<file path="src/pfs_defines.svh">
// constants for the program flow sequencer
`ifndef PFS_DEFINES_SVH
`define PFS_DEFINES_SVH
`define PFS_PC_W        8
`define PFS_STACK_DEPTH 8
`define PFS_SP_W        4
`define PFS_ADDR_W      4
`define PFS_CNT_W       16
`define PFS_SLOTS       16
`define PFS_SLOT_W      4
`define PFS_CLK_HZ      40000000
// wait granularity: one tick per millisecond of delay argument
`define PFS_TICK_MS     1
`define PFS_TICK_CYC    ((`PFS_CLK_HZ / 1000) * `PFS_TICK_MS)
// register byte offsets
`define PFS_REG_CTRL    8'h00
`define PFS_REG_STATUS  8'h04
`define PFS_REG_PC      8'h08
`define PFS_REG_SP      8'h0c
`define PFS_REG_IO      8'h10
`define PFS_REG_PEND    8'h14
// control register bits
`define PFS_CTRL_RUN    0
`define PFS_CTRL_CLRP   1
`endif

</file>
<file path="src/pfs_pkg.sv">
// types of the program flow sequencer
package pfs_pkg;
    typedef enum logic [2:0] {
        PFS_OP_NEXT,
        PFS_OP_GOTO,
        PFS_OP_GOTO_IF,
        PFS_OP_JUMP_N,
        PFS_OP_CALL,
        PFS_OP_RETURN,
        PFS_OP_RETURN_AND_REDIRECT,
        PFS_OP_WAIT
    } pfs_op_t;
    typedef enum logic [1:0] {
        PFS_TEST_NONE,
        PFS_TEST_HIGH,
        PFS_TEST_LOW
    } pfs_test_t;
    typedef enum {
        PFS_ST_IDLE,
        PFS_ST_FETCH,
        PFS_ST_EXEC,
        PFS_ST_WAIT
    } pfs_state_t;
endpackage

</file>
<file path="src/pfs_stack.sv">
// return stack memory with registered read data
`timescale 1ns/1ps
`include "pfs_defines.svh"
module pfs_stack (
    input  wire logic                    i_clk,
    input  wire logic                    i_we,
    input  wire logic [`PFS_SP_W-2:0]    i_waddr,
    input  wire logic [`PFS_PC_W-1:0]    i_wdata,
    input  wire logic [`PFS_SP_W-2:0]    i_raddr,
    output      logic [`PFS_PC_W-1:0]    o_rdata
);
    logic [`PFS_PC_W-1:0] mem [0:`PFS_STACK_DEPTH-1];
    always_ff @(posedge i_clk) begin
        if (i_we) begin
            mem[i_waddr] <= i_wdata;
        end
        o_rdata <= mem[i_raddr];
    end
endmodule

</file>
<file path="src/pfs_jumpcnt.sv">
// remaining-count table for counted jumps, one slot per command
`timescale 1ns/1ps
`include "pfs_defines.svh"
module pfs_jumpcnt (
    input  wire logic                    i_clk,
    input  wire logic                    i_rst,
    input  wire logic                    i_clr_all,
    input  wire logic                    i_we,
    input  wire logic [`PFS_SLOT_W-1:0]  i_slot,
    input  wire logic [`PFS_CNT_W-1:0]   i_wdata,
    input  wire logic                    i_wact,
    output      logic [`PFS_CNT_W-1:0]   o_rdata,
    output      logic                    o_ract
);
    // active flags clear in one cycle; counts are reloaded on first use
    logic [`PFS_SLOTS-1:0] act;
    logic [`PFS_CNT_W-1:0] cnt [0:`PFS_SLOTS-1];
    always_ff @(posedge i_clk) begin
        if (i_rst || i_clr_all) begin
            act <= '0;
        end else if (i_we) begin
            act[i_slot] <= i_wact;
        end
    end
    always_ff @(posedge i_clk) begin
        if (i_we) begin
            cnt[i_slot] <= i_wdata;
        end
    end
    assign o_rdata = cnt[i_slot];
    assign o_ract  = act[i_slot];
endmodule

</file>
<file path="src/pfs_core.sv">
// program flow sequencer: branching, calls, returns and timed wait
//
// What this block does
// - each conditional line carries high, low or ignore per input and output
// - condition sampled at execution; jump only when every tested line matches
// - any tested mismatch advances to the following program line
// - subroutine call loads the resolved destination line
// - plain return resumes at the line after the call
// - return-and-redirect empties the whole return stack
// - return-and-redirect drops pending interrupts and resets jump counts
// - return-and-redirect then continues at its destination line
// - timed wait holds the next command until the delay elapses
// - counted jump branches the set number of times, then falls through
// - unconditional branch always loads the destination line
`timescale 1ns/1ps
`include "pfs_defines.svh"
module pfs_core
    import pfs_pkg::*;
(
    // clock and reset
    input  wire logic                   I_CLK,
    input  wire logic                   I_SYS_RST,
    // axi4-lite write address and data
    input  wire logic [`PFS_ADDR_W+3:0] I_AWADDR,
    input  wire logic                   I_AWVALID,
    output      logic                   O_AWREADY,
    input  wire logic [31:0]            I_WDATA,
    input  wire logic [3:0]             I_WSTRB,
    input  wire logic                   I_WVALID,
    output      logic                   O_WREADY,
    // axi4-lite write response
    output      logic [1:0]             O_BRESP,
    output      logic                   O_BVALID,
    input  wire logic                   I_BREADY,
    // axi4-lite read
    input  wire logic [`PFS_ADDR_W+3:0] I_ARADDR,
    input  wire logic                   I_ARVALID,
    output      logic                   O_ARREADY,
    output      logic [31:0]            O_RDATA,
    output      logic [1:0]             O_RRESP,
    output      logic                   O_RVALID,
    input  wire logic                   I_RREADY,
    // program line fetch (same clock domain, one cycle latency)
    output      logic [`PFS_PC_W-1:0]   O_FETCH_ADDR,
    output      logic                   O_FETCH_REQ,
    input  wire logic [2:0]             I_LINE_OP,
    input  wire logic [`PFS_PC_W-1:0]   I_LINE_DEST,
    input  wire logic [15:0]            I_LINE_COND,
    input  wire logic [`PFS_CNT_W-1:0]  I_LINE_ARG,
    input  wire logic [`PFS_SLOT_W-1:0] I_LINE_SLOT,
    // general purpose io
    input  wire logic [3:0]             I_GP_IN,
    input  wire logic [3:0]             I_GP_OUT,
    // pending interrupt set from the interrupt sources
    input  wire logic [3:0]             I_PEND_SET,
    // other commands executed outside this block
    output      logic                   O_EXT_CMD,
    input  wire logic                   I_EXT_DONE,
    output      logic [3:0]             O_PEND,
    output      logic                   O_JUMP_CLR,
    output      logic                   O_RUNNING
);
    // condition test: two bits per line, inputs in low byte
    function automatic logic cond_ok(input logic [15:0] c,
                                     input logic [7:0] lv);
        logic ok;
        ok = 1'b1;
        for (int k = 0; k < 8; k++) begin
            if (pfs_test_t'(c[2*k +: 2]) == PFS_TEST_HIGH && !lv[k]) begin
                ok = 1'b0;
            end
            if (pfs_test_t'(c[2*k +: 2]) == PFS_TEST_LOW && lv[k]) begin
                ok = 1'b0;
            end
        end
        return ok;
    endfunction

    pfs_state_t            state;
    pfs_state_t            next_state;
    logic [`PFS_PC_W-1:0]  pc;
    logic [`PFS_PC_W-1:0]  next_pc;
    logic [`PFS_SP_W-1:0]  sp;
    logic [`PFS_SP_W-1:0]  next_sp;
    logic [3:0]            in_s1;
    logic [3:0]            in_s2;
    logic [3:0]            out_s1;
    logic [3:0]            out_s2;
    logic [3:0]            pend;
    logic                  run;
    logic                  overflow;
    logic                  underflow;
    logic [`PFS_CNT_W-1:0] wait_ticks;
    logic [31:0]           wait_cyc;
    logic                  ret_wait;
    logic [`PFS_PC_W-1:0]  stk_rdata;
    logic [`PFS_CNT_W-1:0] jc_rdata;
    logic                  jc_ract;

    // io pins cross into this domain through two flops
    always_ff @(posedge I_CLK) begin
        in_s1  <= I_GP_IN;
        in_s2  <= in_s1;
        out_s1 <= I_GP_OUT;
        out_s2 <= out_s1;
    end

    pfs_op_t op;
    wire cond_met  = cond_ok(I_LINE_COND, {out_s2, in_s2});
    wire [`PFS_PC_W-1:0] pc_inc = pc + `PFS_PC_W'(1);
    wire exec      = (state == PFS_ST_EXEC);
    wire is_call   = exec && op == PFS_OP_CALL;
    wire is_ret    = exec && op == PFS_OP_RETURN;
    wire is_rr     = exec && op == PFS_OP_RETURN_AND_REDIRECT;
    wire is_jn     = exec && op == PFS_OP_JUMP_N;
    wire stk_full  = (sp == `PFS_SP_W'(`PFS_STACK_DEPTH));
    wire stk_empty = (sp == '0);
    wire push      = is_call && !stk_full;
    wire jn_take   = jc_ract ? (jc_rdata != '0) : (I_LINE_ARG != '0);
    wire [`PFS_CNT_W-1:0] jn_left = jc_ract ? jc_rdata : I_LINE_ARG;
    wire tick_done = (wait_cyc == 32'(`PFS_TICK_CYC - 1));
    assign op = pfs_op_t'(I_LINE_OP);

    // next program counter and stack pointer for each command
    always_comb begin
        next_pc    = pc;
        next_sp    = sp;
        next_state = state;
        case (state)
            PFS_ST_IDLE: begin
                // a stack fault holds the program until run is cleared
                if (run && !overflow && !underflow) begin
                    next_state = PFS_ST_FETCH;
                end
            end
            PFS_ST_FETCH: begin
                next_state = run ? PFS_ST_EXEC : PFS_ST_IDLE;
            end
            PFS_ST_EXEC: begin
                next_state = PFS_ST_FETCH;
                next_pc    = pc_inc;
                case (op)
                    PFS_OP_GOTO: next_pc = I_LINE_DEST;
                    PFS_OP_GOTO_IF: begin
                        if (cond_met) begin
                            next_pc = I_LINE_DEST;
                        end else begin
                            next_pc = pc_inc;
                        end
                    end
                    PFS_OP_JUMP_N: begin
                        if (jn_take) begin
                            next_pc = I_LINE_DEST;
                        end
                    end
                    PFS_OP_CALL: begin
                        if (!stk_full) begin
                            next_pc = I_LINE_DEST;
                            next_sp = sp + `PFS_SP_W'(1);
                        end else begin
                            next_state = PFS_ST_IDLE;
                        end
                    end
                    PFS_OP_RETURN: begin
                        if (!stk_empty) begin
                            next_sp    = sp - `PFS_SP_W'(1);
                            next_state = PFS_ST_WAIT;
                        end else begin
                            next_state = PFS_ST_IDLE;
                        end
                    end
                    PFS_OP_RETURN_AND_REDIRECT: begin
                        next_sp = '0;
                        next_pc = I_LINE_DEST;
                    end
                    PFS_OP_WAIT: begin
                        if (I_LINE_ARG != '0) begin
                            next_state = PFS_ST_WAIT;
                        end
                    end
                    PFS_OP_NEXT: begin
                        if (!I_EXT_DONE) begin
                            next_pc    = pc;
                            next_state = PFS_ST_EXEC;
                        end
                    end
                    default: next_pc = pc_inc;
                endcase
            end
            PFS_ST_WAIT: begin
                if (ret_wait) begin
                    next_pc    = stk_rdata;
                    next_state = PFS_ST_FETCH;
                end else if (tick_done && wait_ticks == `PFS_CNT_W'(1)) begin
                    next_state = PFS_ST_FETCH;
                end
            end
            default: next_state = PFS_ST_IDLE;
        endcase
        if (!run) begin
            next_state = PFS_ST_IDLE;
        end
    end

    always_ff @(posedge I_CLK) begin
        if (I_SYS_RST) begin
            state <= PFS_ST_IDLE;
            pc    <= '0;
            sp    <= '0;
        end else begin
            state <= next_state;
            pc    <= next_pc;
            sp    <= next_sp;
        end
    end

    // wait timer: ticks of one millisecond
    always_ff @(posedge I_CLK) begin
        if (I_SYS_RST) begin
            wait_ticks <= '0;
            wait_cyc   <= '0;
            ret_wait   <= 1'b0;
        end else if (exec) begin
            wait_ticks <= I_LINE_ARG;
            wait_cyc   <= '0;
            ret_wait   <= is_ret;
        end else if (state == PFS_ST_WAIT && !ret_wait) begin
            wait_cyc <= tick_done ? '0 : wait_cyc + 32'd1;
            if (tick_done) begin
                wait_ticks <= wait_ticks - `PFS_CNT_W'(1);
            end
        end
    end

    // stack read address targets the current top entry
    wire [`PFS_SP_W-1:0] sp_dec    = sp - `PFS_SP_W'(1);
    wire [`PFS_SP_W-2:0] stk_raddr = sp_dec[`PFS_SP_W-2:0];
    pfs_stack u_stack (
        .i_clk   (I_CLK),
        .i_we    (push),
        .i_waddr (sp[`PFS_SP_W-2:0]),
        .i_wdata (pc_inc),
        .i_raddr (stk_raddr),
        .o_rdata (stk_rdata)
    );

    wire jc_clr = I_SYS_RST || is_rr;
    pfs_jumpcnt u_jumpcnt (
        .i_clk     (I_CLK),
        .i_rst     (I_SYS_RST),
        .i_clr_all (is_rr),
        .i_we      (is_jn),
        .i_slot    (I_LINE_SLOT),
        .i_wdata   (jn_take ? jn_left - `PFS_CNT_W'(1) : jn_left),
        .i_wact    (jn_take),
        .o_rdata   (jc_rdata),
        .o_ract    (jc_ract)
    );

    // register bus: write path accepts address and data in any order
    logic                   aw_held;
    logic                   w_held;
    logic [`PFS_ADDR_W+3:0] aw_addr;
    logic [31:0]            w_data;
    logic [3:0]             w_strb;
    wire aw_go = I_AWVALID && O_AWREADY;
    wire w_go  = I_WVALID && O_WREADY;
    wire wr_do = aw_held && w_held && !O_BVALID;
    wire ctrl_hit = (aw_addr == `PFS_REG_CTRL);
    wire clr_pend = wr_do && ctrl_hit && w_strb[0] &&
                    w_data[`PFS_CTRL_CLRP];
    wire drop_pend = is_rr || clr_pend;

    always_ff @(posedge I_CLK) begin
        if (I_SYS_RST) begin
            aw_held   <= 1'b0;
            w_held    <= 1'b0;
            aw_addr   <= '0;
            w_data    <= '0;
            w_strb    <= '0;
            O_AWREADY <= 1'b0;
            O_WREADY  <= 1'b0;
            O_BVALID  <= 1'b0;
            O_BRESP   <= 2'h0;
            run       <= 1'b0;
        end else begin
            O_AWREADY <= !aw_held && !aw_go && !O_AWREADY;
            O_WREADY  <= !w_held && !w_go && !O_WREADY;
            if (aw_go) begin
                aw_held <= 1'b1;
                aw_addr <= I_AWADDR;
            end
            if (w_go) begin
                w_held <= 1'b1;
                w_data <= I_WDATA;
                w_strb <= I_WSTRB;
            end
            if (wr_do) begin
                aw_held  <= 1'b0;
                w_held   <= 1'b0;
                O_BVALID <= 1'b1;
                O_BRESP  <= ctrl_hit ? 2'h0 : 2'h2;
                if (ctrl_hit && w_strb[0]) begin
                    run <= w_data[`PFS_CTRL_RUN];
                end
            end else if (O_BVALID && I_BREADY) begin
                O_BVALID <= 1'b0;
            end
        end
    end

    // pending set: a new request wins over a clear in the same cycle
    always_ff @(posedge I_CLK) begin
        if (I_SYS_RST) begin
            pend <= '0;
        end else begin
            pend <= (drop_pend ? 4'h0 : pend) | I_PEND_SET;
        end
    end

    // read path
    wire [`PFS_ADDR_W+3:0] ra = I_ARADDR;
    wire [31:0] rd_mux =
        (ra == `PFS_REG_CTRL)   ? {31'h0, run} :
        (ra == `PFS_REG_STATUS) ? {28'h0, overflow, underflow,
                                   state == PFS_ST_WAIT, O_RUNNING} :
        (ra == `PFS_REG_PC)     ? {24'h0, pc} :
        (ra == `PFS_REG_SP)     ? {28'h0, sp} :
        (ra == `PFS_REG_IO)     ? {24'h0, out_s2, in_s2} :
        (ra == `PFS_REG_PEND)   ? {28'h0, pend} : 32'h0;
    wire rd_hit = (ra == `PFS_REG_CTRL) || (ra == `PFS_REG_STATUS) ||
                  (ra == `PFS_REG_PC) || (ra == `PFS_REG_SP) ||
                  (ra == `PFS_REG_IO) || (ra == `PFS_REG_PEND);

    always_ff @(posedge I_CLK) begin
        if (I_SYS_RST) begin
            O_ARREADY <= 1'b0;
            O_RVALID  <= 1'b0;
            O_RDATA   <= '0;
            O_RRESP   <= 2'h0;
        end else begin
            O_ARREADY <= I_ARVALID && !O_ARREADY && !O_RVALID;
            if (I_ARVALID && O_ARREADY) begin
                O_RVALID <= 1'b1;
                O_RDATA  <= rd_mux;
                O_RRESP  <= rd_hit ? 2'h0 : 2'h2;
            end else if (O_RVALID && I_RREADY) begin
                O_RVALID <= 1'b0;
            end
        end
    end

    // sticky stack faults, cleared by stopping the program
    always_ff @(posedge I_CLK) begin
        if (I_SYS_RST) begin
            overflow     <= 1'b0;
            underflow    <= 1'b0;
            O_FETCH_ADDR <= '0;
            O_FETCH_REQ  <= 1'b0;
            O_EXT_CMD    <= 1'b0;
            O_PEND       <= '0;
            O_JUMP_CLR   <= 1'b0;
            O_RUNNING    <= 1'b0;
        end else begin
            overflow  <= (overflow && run) || (is_call && stk_full);
            underflow <= (underflow && run) || (is_ret && stk_empty);
            O_FETCH_ADDR <= next_pc;
            O_FETCH_REQ  <= (next_state == PFS_ST_FETCH);
            O_EXT_CMD    <= exec && op == PFS_OP_NEXT && I_EXT_DONE;
            O_PEND       <= (drop_pend ? 4'h0 : pend) | I_PEND_SET;
            O_JUMP_CLR   <= jc_clr;
            O_RUNNING    <= (next_state != PFS_ST_IDLE);
        end
    end
endmodule

</file>
<file path="config.mk">
export PLATFORM = sky130hd
export DESIGN_NAME = pfs_core
export DESIGN_NICKNAME = d
export VERILOG_FILES = /design/src/pfs_pkg.sv /design/src/pfs_stack.sv /design/src/pfs_jumpcnt.sv /design/src/pfs_core.sv
export VERILOG_INCLUDE_DIRS = /design/src
export SDC_FILE = /design/constraint.sdc
export NUM_CORES = 1
export LEC_CHECK = 0
export BUFFER_PORTS_ARGS = -buffer_cell sky130_fd_sc_hd__buf_2
export CORE_MARGIN = 2
export CORE_UTILIZATION = 59
export DETAILED_ROUTE_END_ITERATION = 8
export GPL_TIMING_DRIVEN = 0
export PLACE_DENSITY = 0.79
export RECOVER_POWER = 25
export SYNTH_ARGS = -nofsm -noshare
export SYNTH_HDL_FRONTEND = slang
export SYNTH_SLANG_ARGS = --single-unit
</file>
<file path="constraint.sdc">
create_clock -name I_CLK -period 4.5 [get_ports I_CLK]
set_clock_uncertainty 0.2 [all_clocks]
set_input_delay 0.675 -clock I_CLK [delete_from_list [all_inputs] [get_ports I_CLK]]
set_output_delay 0.675 -clock I_CLK [all_outputs]
set_load 0.05 [all_outputs]
</file>
==> flow_summary.html <==
<table>
<tr><th>Metric</th><th>Value</th></tr>
<tr><th colspan="2">Outcome</th></tr>
<tr><td>Run status</td><td>finished, final reports clean</td></tr>
<tr><th colspan="2">Final layout</th></tr>
<tr><td>Final core utilization</td><td>69.8%</td></tr>
<tr><td>Final std cell area, no fill</td><td>23,300 um2</td></tr>
<tr><td>Area of the multi-input gates</td><td>between 6000 and 7000 um2</td></tr>
<tr><td>Total inserted antenna cells</td><td>0</td></tr>
<tr><td>Area grow syn2layout</td><td>16.9%</td></tr>
<tr><td>Share of final-layout standard cells stronger than drive strength 1</td><td>20.7%</td></tr>
<tr><td>FILL cells</td><td>2,192</td></tr>
<tr><td>Layout Nets</td><td>1,789</td></tr>
<tr><td>FF/Latch Area</td><td>13,100 um2</td></tr>
<tr><th colspan="2">Critical path</th></tr>
<tr><td>Kind of cell adding the most delay to the critical path</td><td>buffers and inverters</td></tr>
<tr><td>CP Max Fanout</td><td>16</td></tr>
<tr><td>Cell depth of the worst setup path</td><td>13</td></tr>
<tr><td>Most prevalent standard cell on the critical path</td><td>buf_2</td></tr>
<tr><td>List of cells traversed by the critical path</td><td>buf_2 &gt; clkbuf_2 &gt; mux4_2 &gt; a22oi_1 &gt; nand2_1 &gt; buf_2 &gt; buf_2 &gt; mux2i_1 &gt; ha_1 &gt; and3_1 &gt; clkbuf_1 &gt; nand4_1 &gt; xor2_2</td></tr>
<tr><td>CP peak stage delay</td><td>~0.58 ns</td></tr>
<tr><td>Crit. End Element</td><td>flip-flop</td></tr>
<tr><td>Slowest cell on the critical path</td><td>xor2_2</td></tr>
<tr><td>Critical Path Source Type</td><td>input port</td></tr>
<tr><td>Crit Path Class</td><td>in -&gt; reg</td></tr>
<tr><td>Required arrival time at the worst endpoint</td><td>4.56 ns</td></tr>
<tr><td>Number of buffer and inverter instances along the worst setup path</td><td>5</td></tr>
<tr><td>Worst reg-to-reg path cell count</td><td>10</td></tr>
<tr><td>Arrival time at the worst endpoint</td><td>4.46 ns</td></tr>
<tr><th colspan="2">Logic synthesis</th></tr>
<tr><td>Largest cells by area after synthesis</td><td>edfxtp_1, dfxtp_1, mux4_2, nor2_1, nand2_1</td></tr>
<tr><td>Primary FF master, synth</td><td>edfxtp_1</td></tr>
<tr><td>Avg Inst Size Synth</td><td>14.0 um2</td></tr>
<tr><td>Sequential-to-total area share from yosys stat</td><td>around 65%</td></tr>
<tr><td>Warnings, synthesis</td><td>0</td></tr>
<tr><td>Netlist area before placement</td><td>20,000 um2</td></tr>
<tr><td>Number of instances in the synthesized netlist</td><td>1,428</td></tr>
<tr><td>Fraction of post-synthesis cell area in the top cell type by area</td><td>48.1%</td></tr>
<tr><td>Async SR Flop Fraction</td><td>0%</td></tr>
<tr><td>Synth Register Bits</td><td>492</td></tr>
<tr><td>Number of library cell types mapped by synthesis</td><td>66</td></tr>
<tr><td>Library cell occupying the most area in the post-synthesis netlist</td><td>edfxtp_1</td></tr>
<tr><td>Number of flops mapped to enable cells by yosys</td><td>320</td></tr>
<tr><th colspan="2">Clock tree</th></tr>
<tr><td>Depth of the CTS H-tree</td><td>2</td></tr>
<tr><td>Clock tree from TritonCTS</td><td>built</td></tr>
<tr><td>Buffer cell driving the clock tree root</td><td>clkbuf_16</td></tr>
<tr><td>Clock latency reported for the late side of the worst-skew pair</td><td>roughly 0.56 ns</td></tr>
<tr><td>Maximum clock path buffer count</td><td>3</td></tr>
<tr><td>Clock-pin slew on the worst setup and hold paths</td><td>0.06 ns</td></tr>
<tr><td>Buffers inserted by post-CTS timing repair</td><td>0</td></tr>
<tr><td>Clock sink count</td><td>492</td></tr>
<tr><td>Total CTS buffers</td><td>48</td></tr>
<tr><th colspan="2">Route</th></tr>
<tr><td>Total length of routed wires</td><td>50,000 um</td></tr>
<tr><td>Post-detailed-route via-to-cell ratio</td><td>6.25</td></tr>
<tr><td>Iteration count of the initial detailed-routing pass</td><td>7</td></tr>
<tr><td>Wirelength per Cell</td><td>around 23 um</td></tr>
<tr><td>Count of vias placed by the detailed router</td><td>around 13,000</td></tr>
<tr><td>DR iter-0 viols</td><td>1,390</td></tr>
<tr><td>DRC errors left</td><td>0</td></tr>
<tr><td>Number of antenna-violating nets in the routed design</td><td>0</td></tr>
<tr><th colspan="2">Global routing</th></tr>
<tr><td>Global-route wire length before repair</td><td>75,200 um</td></tr>
<tr><td>Global route overflow</td><td>0</td></tr>
<tr><td>Via count of the first global-routing pass</td><td>13,025</td></tr>
<tr><td>Antenna violations before repair</td><td>0</td></tr>
<tr><td>Combined global-route utilization of all metal layers</td><td>between 20% and 30%</td></tr>
<tr><td>Maximum number of pins on one net before global-route repair</td><td>17</td></tr>
<tr><th colspan="2">Power and ir drop</th></tr>
<tr><td>Peak VDD IR</td><td>around 0.35 mV</td></tr>
<tr><td>Power density over the cells</td><td>400 nW/um2</td></tr>
<tr><td>Power after layout</td><td>between 9 and 10 mW</td></tr>
<tr><td>Static Leakage</td><td>8.10 nW</td></tr>
<tr><th colspan="2">STA</th></tr>
<tr><td>Aggregate negative setup slack</td><td>0 ns</td></tr>
<tr><td>Count of endpoints failing setup in the final report</td><td>0</td></tr>
<tr><td>Highest attainable clock frequency</td><td>about 230 MHz</td></tr>
<tr><td>Slack of the critical path</td><td>0.101 ns</td></tr>
<tr><td>Hold violation total from the final report</td><td>0</td></tr>
<tr><td>Slew Limit Fails</td><td>0</td></tr>
<tr><td>Max-slew headroom</td><td>between 15 and 20%</td></tr>
<tr><td>Final worst path period share</td><td>97.8%</td></tr>
<tr><td>Actual transition at the worst max-transition pin</td><td>1.26 ns</td></tr>
<tr><td>Post-layout min period</td><td>4.40 ns</td></tr>
<tr><th colspan="2">Worst hold path</th></tr>
<tr><td>Number of cells on the worst hold path</td><td>1</td></tr>
<tr><td>Worst hold path class</td><td>in -&gt; reg</td></tr>
<tr><th colspan="2">Die</th></tr>
<tr><td>Floorplan die width</td><td>188 um</td></tr>
<tr><td>Total I/O pin count</td><td>176</td></tr>
<tr><td>Die Footprint</td><td>35,300 um2</td></tr>
<tr><td>Initial Util</td><td>59.7%</td></tr>
<tr><td>Number of rows created at floorplan</td><td>67</td></tr>
<tr><td>Die height</td><td>188 um</td></tr>
<tr><td>Floorplan Core Area</td><td>33,400 um2</td></tr>
<tr><th colspan="2">Place</th></tr>
<tr><td>Sum of net half-perimeters after detailed placement</td><td>33,800 um</td></tr>
<tr><td>Placed inst area</td><td>~22,000 um2</td></tr>
<tr><td>GP Congestion</td><td>0.929</td></tr>
<tr><td>Buffers on Ports</td><td>112</td></tr>
<tr><td>Post-Place Setup Slack</td><td>-0.802 ns</td></tr>
<tr><th colspan="2">Run</th></tr>
<tr><td>Number of max-capacitance violations reported</td><td>0</td></tr>
</table>
## worst register-to-register path, delay by kind of cell, from the launching register on
| kind | cells | cell delay [ns] |
|---|---|---|
| compound gates | 1 | 0.17 |
| simple gates | 8 | 3.27 |
| flops | 1 | 0.30 |
| buf+inv | 1 | 0.26 |
## cells by family after synthesis
family / share of synthesized area (%)
flops: 65.4
simple gates: 10.8
compound gates: 6.16
mux: 12.1
buf+inv: 2.79
xor+xnor: 2.33
fa+ha+maj: 0.439
other cells: 0.0188
## registers in the layout (all words and copies together) (netlist names), 2 cells and up
signal / cells
u_jumpcnt.cnt: 256
u_stack.mem: 64
state: 32
wait_cyc: 32
u_jumpcnt.act: 16
wait_ticks: 16
O_FETCH_ADDR: 8
O_RDATA: 8
aw_addr: 8
u_stack.o_rdata: 8
O_PEND: 4
in_s1: 4
in_s2: 4
out_s1: 4
out_s2: 4
sp: 4
w_data: 2
## final cells by class
class                   count  share of cell area (%)
plain buffers              91                    2.12
clock buffers              60                    5.60
clock inverters            27                    1.08
inverters                  18                   0.290
multi-input cells         882                    28.8
flip-flops and latches    492                    55.9
well taps                 448                    2.40
repair buffers            130                    3.78
## power breakdown
group	internal, mW	switching (mW)	total [mW]
Combinational	0.173	0.345	0.519
Clock	2.29	1.67	3.96
Sequential	4.84	0.0192	4.86
## what timing repair did
action,CTS,global route
hold endpoints to repair,1,1
setup endpoints to repair,194,208
cloned,0,0
hold buffers,1,1
resized for setup,13,13
## layout by cell type (no fill, tap or decap), drive strengths merged, types with 4 or more instances in the layout
cell / synthesis / layout
edfxtp: 320 / 320
dfxtp: 172 / 172
buf: 53 / 144
clkbuf: 38 / 135
nor2: 134 / 134
nand2: 107 / 107
mux4: 89 / 89
a21oi: 66 / 66
conb: 1 / 56
nand3: 42 / 42
o21ai: 41 / 41
nor3: 40 / 40
xor2: 34 / 34
a22oi: 31 / 31
mux2i: 30 / 30
nor4: 20 / 20
inv: 18 / 20
xnor2: 19 / 19
nand2b: 18 / 18
clkinv: 0 / 18
nand4: 17 / 17
and3: 13 / 13
nor2b: 12 / 12
mux2: 10 / 10
a221oi: 9 / 9
a211oi: 8 / 8
or3: 7 / 7
ha: 7 / 7
a31oi: 7 / 7
or4: 6 / 6
nor3b: 6 / 6
nor4b: 5 / 5
and2: 5 / 5
o32ai: 5 / 5
and3b: 4 / 4
bufinv: 0 / 4
## path summary, 6_finish.rpt
| path | endpoint | slack (ns) | startpoint |
|---|---|---|---|
| hold / removal | in_s1[0] | 0.02 | I_GP_IN[0] |
| hold reg to reg | in_s2[1] | 0.13 | in_s1[1] |
| setup / recovery | u_jumpcnt.cnt[15][10] | 0.10 | I_LINE_SLOT[1] |
| setup reg to reg | u_jumpcnt.act[11] | 0.24 | state[29] |
## Yosys cell counts, types with 30 or more instances
| master | n |
|---|---|
| mux4_2 | 89 |
| o21ai_0 | 38 |
| nand3_1 | 42 |
| nor2_1 | 134 |
| nand2_1 | 107 |
| nor3_1 | 39 |
| clkbuf_1 | 38 |
| a22oi_1 | 31 |
| xor2_1 | 34 |
| dfxtp_1 | 172 |
| edfxtp_1 | 320 |
| a21oi_1 | 65 |
| mux2i_1 | 30 |
## per-layer routing
metal	global-route usage, %	vias to the layer above	part of all wire (%)
li1	-	5840	-
met1	36.3	6549	38
met3	5.15	184	9.5
met2	46.4	856	48
met5	0	-	0.11
met4	12.7	2	4.8
## metrics by stage
stage / cells / hold slack, ns
3_3_place_gp: 2043 / 0.111
3_5_place_dp: 2059 / 0.115
5_1_grt: 2148 / 0.00192
6_report: 2148 / 0.0156
4_1_cts: 2147 / 0.00422
2_1_floorplan: 1483 / 0.110
Note: power is estimated with default switching activity, not from simulation.
